[src/logic/rheostat_defines.vh]
// Constants shared by the dual rheostat serial command logic
`ifndef RHEOSTAT_DEFINES_VH
`define RHEOSTAT_DEFINES_VH

// ==========================================================
// Frame layout
`define FRAME_BITS      5'h18
`define FRAME_CNT_MAX   5'h1F
`define CMD_MSB         23
`define CMD_LSB         20
`define ADDR_MSB        19
`define ADDR_LSB        16
`define DATA_MSB        15
`define DATA_LSB        0

// ==========================================================
// Command codes
`define CMD_NOP         4'h0
`define CMD_RESTORE     4'h1
`define CMD_SAVE        4'h2
`define CMD_STORE_USER  4'h3
`define CMD_RESTORE_ALL 4'h8
`define CMD_READ_NV     4'h9
`define CMD_READ_WIPER  4'hA
`define CMD_WRITE       4'hB
`define CMD_DOUBLE      4'hC
`define CMD_DOUBLE_ALL  4'hD
`define CMD_INCREMENT   4'hE

// ==========================================================
// Wiper and nonvolatile memory
`define WIPER_MAX       10'h3FF
`define WIPER_RST       10'h000
`define NV_DEFAULT      16'h0200
`define USER_FIRST      4'h2
`define USER_LAST       4'hE
`define TX_RST          24'h000000
// Synchroniser idle levels, order {preset_n, wp_n, sdi, cs_n, sclk}
`define SYNC_RST        5'h1A

`endif

[src/logic/spi_frame_shifter.v]
// Serial slave shifter for 24-bit frames, SPI modes 0 and 3
`timescale 1ns/1ps
`include "rheostat_defines.vh"

module spi_frame_shifter (
    input  wire        core_clk_i,
    input  wire        nrst_i,
    input  wire        sclk_s_i,
    input  wire        cs_n_s_i,
    input  wire        sdi_s_i,
    input  wire [23:0] load_word_i,
    output reg         frame_valid_o,
    output reg  [23:0] frame_word_o,
    output wire        sdo_o,
    output reg         sdo_oe_o
);

    reg        sclk_prev_q;
    reg        cs_prev_q;
    reg        rose_q;
    reg  [4:0] cnt_q;
    reg [23:0] rx_q;
    reg [23:0] tx_q;

    wire sclk_rise = sclk_s_i & ~sclk_prev_q;
    wire sclk_fall = ~sclk_s_i & sclk_prev_q;
    wire cs_fall   = ~cs_n_s_i & cs_prev_q;
    wire cs_rise   = cs_n_s_i & ~cs_prev_q;

    assign sdo_o = tx_q[23];

    // ==========================================================
    // Shift engine
    // Both modes sample on the rising edge and change data on the falling edge.
    // In mode 3 the first falling edge precedes any rising edge, so it is skipped.
    always @(posedge core_clk_i)
    begin
        if (!nrst_i)
        begin
            sclk_prev_q   <= 1'b0;
            cs_prev_q     <= 1'b1;
            rose_q        <= 1'b0;
            cnt_q         <= 5'h00;
            rx_q          <= 24'h000000;
            tx_q          <= `TX_RST;
            frame_valid_o <= 1'b0;
            frame_word_o  <= 24'h000000;
            sdo_oe_o      <= 1'b0;
        end
        else
        begin
            sclk_prev_q   <= sclk_s_i;
            cs_prev_q     <= cs_n_s_i;
            frame_valid_o <= 1'b0;
            sdo_oe_o      <= ~cs_n_s_i;
            if (cs_fall)
            begin
                tx_q   <= load_word_i;
                cnt_q  <= 5'h00;
                rose_q <= 1'b0;
            end
            else if (!cs_n_s_i)
            begin
                if (sclk_rise)
                begin
                    rx_q   <= {rx_q[22:0], sdi_s_i};
                    rose_q <= 1'b1;
                    // Count on past a frame and stop there, so long frames never look like 24
                    if (cnt_q != `FRAME_CNT_MAX)
                        cnt_q <= cnt_q + 5'h01;
                end
                if (sclk_fall && rose_q)
                    tx_q <= {tx_q[22:0], 1'b0};
            end
            // Frames of the wrong length are dropped whole
            if (cs_rise && cnt_q == `FRAME_BITS)
            begin
                frame_valid_o <= 1'b1;
                frame_word_o  <= rx_q;
            end
        end
    end

endmodule

[src/logic/dual_rheostat_serial_commands.v]
// Command interpreter of a dual rheostat with nonvolatile wiper storage
// How it works
// - Command B, address 0 or 1, loads frame data into that wiper setting.
// - Command E adds one to the addressed channel's wiper setting.
// - Command 2 saves the addressed wiper setting into its nonvolatile location.
// - Write-protect low blocks every nonvolatile memory write.
// - Command 1 reloads the addressed wiper setting from nonvolatile memory.
// - Command 8 reloads both wiper settings from nonvolatile memory.
// - Power-on and preset strobe restore both wipers from nonvolatile memory.
// - Command C doubles the addressed wiper setting by a left shift.
// - All-channel shift command doubles both wiper settings in one frame.
// - Command 3 stores data into user word at address 2 to 14.
// - Command 9 fetches a nonvolatile word, output during the next frame.
// - Command A prepares wiper readback in the next frame's low bits.
// - Serial port works in SPI modes 0 and 3.
// - Each wiper setting is a 10-bit code, 1024 positions.
`timescale 1ns/1ps
`include "rheostat_defines.vh"

module dual_rheostat_serial_commands (
    input  wire       core_clk_i,
    input  wire       nrst_i,
    input  wire       spi_sclk_i,
    input  wire       spi_cs_n_i,
    input  wire       spi_sdi_i,
    input  wire       wp_n_i,
    input  wire       preset_strobe_n_i,
    output wire       spi_sdo_o,
    output wire       spi_sdo_oe_o,
    output wire [9:0] wiper_one_o,
    output wire [9:0] wiper_two_o
);

    // ==========================================================
    // Input synchronisers
    // The link clock is only sampled, so each of its phases must last three cycles.
    // Two stages keep a pin edge near the clock edge away from the decode logic.
    reg  [4:0] meta_q;
    reg  [4:0] sync_q;
    reg        preset_prev_q;
    reg        por_q;

    wire sclk_s   = sync_q[0];
    wire cs_n_s   = sync_q[1];
    wire sdi_s    = sync_q[2];
    wire wp_n_s   = sync_q[3];
    wire preset_s = sync_q[4];

    always @(posedge core_clk_i)
    begin
        if (!nrst_i)
        begin
            meta_q <= `SYNC_RST;
            sync_q <= `SYNC_RST;
        end
        else
        begin
            meta_q <= {preset_strobe_n_i, wp_n_i, spi_sdi_i, spi_cs_n_i, spi_sclk_i};
            sync_q <= meta_q;
        end
    end

    // ==========================================================
    // Frame shifter
    wire        frame_valid;
    wire [23:0] frame_word;
    reg  [23:0] tx_word_q;

    spi_frame_shifter u_shifter (
        .core_clk_i    (core_clk_i),
        .nrst_i        (nrst_i),
        .sclk_s_i      (sclk_s),
        .cs_n_s_i      (cs_n_s),
        .sdi_s_i       (sdi_s),
        .load_word_i   (tx_word_q),
        .frame_valid_o (frame_valid),
        .frame_word_o  (frame_word),
        .sdo_o         (spi_sdo_o),
        .sdo_oe_o      (spi_sdo_oe_o)
    );

    // ==========================================================
    // Frame decode
    wire  [3:0] cmd  = frame_word[`CMD_MSB:`CMD_LSB];
    wire  [3:0] addr = frame_word[`ADDR_MSB:`ADDR_LSB];
    wire [15:0] data = frame_word[`DATA_MSB:`DATA_LSB];
    // Unknown codes fall through every decode and are only echoed
    // Channel commands only answer to addresses 0 and 1
    wire        chan_ok = (addr[3:1] == 3'h0);

    function is_cmd;
        input [3:0] code;
        begin
            is_cmd = frame_valid && (cmd == code);
        end
    endfunction

    // Saturating increment, one step up but held at full scale
    function [9:0] sat_inc;
        input [9:0] w;
        begin
            sat_inc = (w == `WIPER_MAX) ? `WIPER_MAX : w + 10'h001;
        end
    endfunction

    // Saturating doubling, a set top bit would shift out, so clamp
    function [9:0] sat_dbl;
        input [9:0] w;
        begin
            sat_dbl = w[9] ? `WIPER_MAX : {w[8:0], 1'b0};
        end
    endfunction

    // ==========================================================
    // Nonvolatile memory
    // Addresses 0 and 1 hold the wiper copies, 2 to 14 the user words.
    // Contents survive nrst_i; only the power-up image gives their first value.
    // Writes land at once; the slow cell programming time is not modelled.
    reg  [15:0] nv_mem [0:15];
    integer     k;

    initial
    begin
        for (k = 0; k < 16; k = k + 1)
            nv_mem[k] = `NV_DEFAULT;
    end

    wire [9:0] wiper_sel;
    wire       save_hit  = is_cmd(`CMD_SAVE) && chan_ok;
    wire       store_hit = is_cmd(`CMD_STORE_USER) &&
                           (addr >= `USER_FIRST) && (addr <= `USER_LAST);
    wire       nv_we     = (save_hit || store_hit) && wp_n_s;
    wire [15:0] nv_wdata = save_hit ? {6'h00, wiper_sel} : data;

    always @(posedge core_clk_i)
    begin
        if (nrst_i && nv_we)
            nv_mem[addr] <= nv_wdata;
    end

    // ==========================================================
    // Restore sources
    // por_q is set by reset and lasts one cycle past the release.
    // A restore outranks any wiper command landing in the same cycle; a save or store still writes.
    wire preset_fall = ~preset_s & preset_prev_q;
    wire restore_all = por_q || preset_fall || is_cmd(`CMD_RESTORE_ALL);

    always @(posedge core_clk_i)
    begin
        if (!nrst_i)
        begin
            por_q         <= 1'b1;
            preset_prev_q <= 1'b1;
        end
        else
        begin
            por_q         <= 1'b0;
            preset_prev_q <= preset_s;
        end
    end

    // ==========================================================
    // Wiper setting registers, one per channel
    genvar i;
    generate
        for (i = 0; i < 2; i = i + 1)
        begin : chan
            reg  [9:0] w_q;
            wire       hit = frame_valid && chan_ok && (addr[0] == i);
            wire [9:0] nv_w = nv_mem[i][9:0];

            always @(posedge core_clk_i)
            begin
                if (!nrst_i)
                    w_q <= `WIPER_RST;
                else if (restore_all)
                    w_q <= nv_w;
                else if (is_cmd(`CMD_DOUBLE_ALL))
                    w_q <= sat_dbl(w_q);
                else if (hit)
                begin
                    // Data bits above the tenth are dropped on a write
                    case (cmd)
                        `CMD_WRITE:     w_q <= data[9:0];
                        `CMD_INCREMENT: w_q <= sat_inc(w_q);
                        `CMD_DOUBLE:    w_q <= sat_dbl(w_q);
                        `CMD_RESTORE:   w_q <= nv_w;
                        default:        w_q <= w_q;
                    endcase
                end
            end
        end
    endgenerate

    assign wiper_sel   = addr[0] ? chan[1].w_q : chan[0].w_q;
    assign wiper_one_o = chan[0].w_q;
    assign wiper_two_o = chan[1].w_q;

    // ==========================================================
    // Word for the next frame's serial output
    // Echo by default, so a daisy chain or a host can check what was received.
    // A refused channel read echoes too, so the host can see it was ignored.
    always @(posedge core_clk_i)
    begin
        if (!nrst_i)
            tx_word_q <= `TX_RST;
        else if (frame_valid)
        begin
            if (cmd == `CMD_READ_NV)
                tx_word_q <= {cmd, addr, nv_mem[addr]};
            else if (cmd == `CMD_READ_WIPER && chan_ok)
                tx_word_q <= {cmd, addr, 6'h00, wiper_sel};
            else
                tx_word_q <= frame_word;
        end
    end

endmodule

[config.mk]
export PLATFORM = sky130hd
export DESIGN_NAME = dual_rheostat_serial_commands
export DESIGN_NICKNAME = d
export VERILOG_FILES = /design/src/logic/spi_frame_shifter.v /design/src/logic/dual_rheostat_serial_commands.v
export VERILOG_INCLUDE_DIRS = /design/src /design/src/logic
export SDC_FILE = /design/constraint.sdc
export NUM_CORES = 1
export LEC_CHECK = 0
export BUFFER_PORTS_ARGS = -buffer_cell sky130_fd_sc_hd__buf_2
export CAP_MARGIN = 10
export CORE_ASPECT_RATIO = 2
export CORE_MARGIN = 1.5
export CORE_UTILIZATION = 57
export DETAILED_ROUTE_END_ITERATION = 16
export PLACE_DENSITY = 0.88
export RECOVER_POWER = 100
export SLEW_MARGIN = 0
export SYNTH_ARGS = -nofsm -noshare
export SYNTH_HDL_FRONTEND = slang
export SYNTH_SLANG_ARGS = --single-unit
[constraint.sdc]
create_clock -name core_clk_i -period 2.9 [get_ports core_clk_i]
set_input_delay 0.145 -clock core_clk_i [delete_from_list [all_inputs] [get_ports core_clk_i]]
set_output_delay 0.145 -clock core_clk_i [all_outputs]
set_load 0.05 [all_outputs]
==> results.py <==
metrics = {
    "status": {
        "outcome": "finished, violations left",
        "violations": "max-capacitance violations, max-slew violations",
    },
    "synthesis": {
        "avgSynthCellArea_um2": 13.22,
        "synth_cells": 1272,
        "ys_ff_latch": 398,
        "synth_ff_type": "edfxtp_1",
        "synth-edff-count": 256,
        "synth_cell_type_count": 68,
        "synth_seq_area_share_pct": 62.60,
        "ys_warn_count": 0,
        "syn_area_um2": 16820,
        "async_flop_share_pct": 0,
    },
    "sta": {
        "holdWs_ps": 120.0,
        "setup_tns_ps": 0,
        "rsz0062_at_grt": "no",
        "slew_headroom_pct": -6.426,
        "finalHoldViolCount": 0,
        "max_freq_mhz": 372.3,
        "finalCritPeriodShare_pct": 92.63,
        "skew_ps": 21.34,
        "tightest_slew_ps": 1596,
        "setup_viol": 0,
        "min_period_ps": 2686,
        "finalMaxSlewViolations": 40,
    },
    "power": {
        "p_int_mw": 8.491,
        "max-vdd-ir-drop_v": 0.0004426,
        "p_seq_share_pct": 56.5,
        "p_per_area_nw_per_um2": 579.1,
        "power.share.clock_pct": 40.6,
        "power_switching_mw": 2.253,
        "power.total_mw": 10.74,
        "p_sw_share_pct": 20.97,
        "p_comb_share_pct": 2.9,
        "p_leak_nw": 5.957,
    },
    "critical_path": {
        "critical_path.endpoint_type": "flip-flop",
        "worst-setup-path-type": "flip-flop to flip-flop",
        "r2r_end": "nv_mem[4][9]",
        "crit_fanout": 16,
        "crit_chain": "nor4bb_1 > o2111ai_1 > a211oi_1 > clkbuf_1 > nand3b_1 > nor3_1 > clkbuf_2",
        "cpLargestDelayFamily": "simple AND/OR/NAND/NOR gates",
        "cp_num_buf_inv": 2,
        "cpMaxStageDelayCell": "clkbuf_2",
        "worstPathRequired_ps": 3100,
        "rr_worst_depth": 7,
        "r2r-start": "u_shifter.frame_valid_o",
        "cpPeakStageDelay_ps": 560,
        "cp-start-kind": "flip-flop",
        "worst_ep_arrival_time_ps": 2890,
        "r2r_slack_ps": 210,
    },
    "floorplan": {
        "num_io_pins": 29,
        "rows": 88,
        "die_area_um2": 30610,
        "fp.dieW_um": 124.5,
        "die_h_um": 245.9,
        "start_util_pct": 58.09,
        "core_um2": 28960,
    },
    "grt": {
        "grt_pass1_vias": 11469,
        "grt_pass1_wl_mm": 65.29,
        "antenna_found_initial": 0,
        "grt_max_degree": 51,
        "overflow": 0,
        "track_usage_pct": 27.48,
    },
    "clock_network": {
        "cts_setup_buffers": 0,
        "clk_pin_slew_ps": 70,
        "clk_path_buf_depth": 3,
        "cts_resized": 0,
        "cts_buffers": 31,
        "clkLatencyLatePin_ps": 580,
        "cts_max_level": 1,
        "clock-sinks": 398,
        "root_buffer": "clkbuf_16",
        "cts_tree": "yes",
    },
    "cells_and_area": {
        "drive_above_1_share_pct": 13.62,
        "final_cell_mix": "edfxtp_1, nand2_1, dfxtp_1",
        "n_fill_cell": 1988,
        "insertedDiodeCount": 0,
        "final_common_cell": "edfxtp_1",
        "final_util_pct": 64.07,
        "syn_to_final_growth_pct": 10.30,
        "stdcell_count": 1711,
        "nNetsFinal": 1338,
    },
    "drt": {
        "wl_mm": 41.89,
        "viasPerCell": 6.614,
        "num_vias": 11316,
        "wl_per_cell_um": 24.48,
        "drt_iter0_drc": 1211,
        "firstDrtPassIters": 6,
        "drc": 0,
        "drtAntennaViolNets": 0,
    },
    "placed_design": {
        "hpwlAfterDp_mm": 27.99,
        "numPlacedInstances": 1647,
        "place_congestion": 0.9835,
        "portBuffers": 28,
    },
    "run": {
        "cap_violations": 1,
    },
    "hold_path": {
        "hold_path_depth": 3,
        "min_path_type": "input port to flip-flop",
        "hold_start": "nrst_i",
        "whs_endpoint": "meta_q[3]",
    },
}
how the worst max path moves through the flow:
stage | from | endpoint | slack (ps) | cells after the start
2_1_floorplan | u_shifter.frame_word_o[21] | nv_mem[5][0] | 370 | 6
3_3_place_gp | u_shifter.frame_valid_o | nv_mem[1][5] | 490 | 6
3_5_place_dp | u_shifter.frame_valid_o | nv_mem[1][5] | 280 | 6
4_1_cts | u_shifter.frame_valid_o | nv_mem[1][8] | 240 | 6
5_1_grt | u_shifter.frame_valid_o | nv_mem[3][3] | 120 | 7
6_report | u_shifter.frame_valid_o | nv_mem[4][9] | 210 | 7
final cells by class:
type	instances	area (um2)	share of cell area (%)
Timing Repair Buffer	106	636.9	3.432
Multi-Input combinational cell	769	5801	31.26
Clock inverter	19	167.7	0.9036
Clock buffer	39	888.4	4.788
Tap cell	360	450.4	2.428
Inverter	20	75.07	0.4046
Sequential cell	398	10540	56.78
power by group through the flow:
stage | Sequential, mW | Combinational, mW | Clock [mW]
2_1_floorplan | 6.23 | 0.169 | 0
5_1_grt | 6.07 | 0.336 | 4.61
4_1_cts | 6.06 | 0.316 | 4.40
3_5_place_dp | 6.19 | 0.308 | 0
3_3_place_gp | 6.19 | 0.303 | 0
6_report | 6.07 | 0.312 | 4.36
cell usage after synthesis (6+ instances only):
library cell / number / area (um2)
a211oi_1: 26 / 195.2
mux4_2: 50 / 1126
clkbuf_1: 50 / 187.7
o21ai_0: 76 / 380.4
inv_1: 20 / 75.07
o221a_2: 6 / 67.56
o211ai_1: 20 / 150.1
edfxtp_1: 256 / 7687
nor2_1: 78 / 292.8
a31oi_1: 39 / 244.0
dfxtp_1: 142 / 2843
nor3_1: 11 / 55.05
a21oi_1: 72 / 360.4
mux2i_1: 53 / 530.5
nand2_1: 163 / 611.8
buf_6: 6 / 67.56
buf_2: 32 / 160.2
nand3_1: 9 / 45.04
nand2b_1: 12 / 75.07
mux4_1: 24 / 630.6
o221ai_1: 16 / 140.1
a211o_1: 11 / 96.34
worst register-to-register path, stage by stage (launching register included):
cell and delay, ps:
dfxtp_1 330, nor4bb_1 290, o2111ai_1 170, a211oi_1 290, clkbuf_1 190, nand3b_1 220, nor3_1 250, clkbuf_2 560
logic make-up after synthesis:
logic type / count (synthesis) / share of synthesized area, %
fa+ha+maj: 5 / 0.3719
simple gates: 319 / 8.450
other cells: 1 / 0.02229
mux: 127 / 13.60
xor+xnor: 7 / 0.3645
flops: 398 / 62.60
buf+inv: 120 / 3.362
compound gates: 295 / 11.23
metal layers:
metal | part of all wire (%) | vias up | global-route usage [%]
li1 | - | 4947 | -
met1 | 34 | 5576 | 29.78
met2 | 52 | 600 | 49.08
met3 | 6.4 | 193 | 4.308
met4 | 7.6 | 0 | 18.83
met5 | 0 | - | 0
sequential cells by signal, summed over array words and instances (netlist names), named ones only:
name,cells
nv_mem,256
tx_word_q,24
u_shifter.frame_word_o,24
u_shifter.rx_q,24
u_shifter.tx_q,24
wiper_one_o,10
wiper_two_o,10
meta_q,5
sync_q,5
u_shifter.cnt_q,5
por_q,1
preset_prev_q,1
u_shifter.cs_prev_q,1
u_shifter.frame_valid_o,1
u_shifter.rose_q,1
u_shifter.sclk_prev_q,1
u_shifter.sdo_oe_o,1
what timing repair did:
action / 4_1_cts / 5_1_grt
hold buffers: 5 / 0
endpoints found under the hold margin: 5 / 0
setup endpoints to repair: 0 / 0
through the flow:
stage / cell area, um2 / setup WS (ps)
4_1_cts: 18700 / 243.9
3_3_place_gp: 17590 / 494.1
2_1_floorplan: 16900 / 370.2
3_5_place_dp: 17590 / 284.3
6_report: 18550 / 213.9
5_1_grt: 18550 / 115.4
Note: power is estimated with default switching activity, not from simulation.
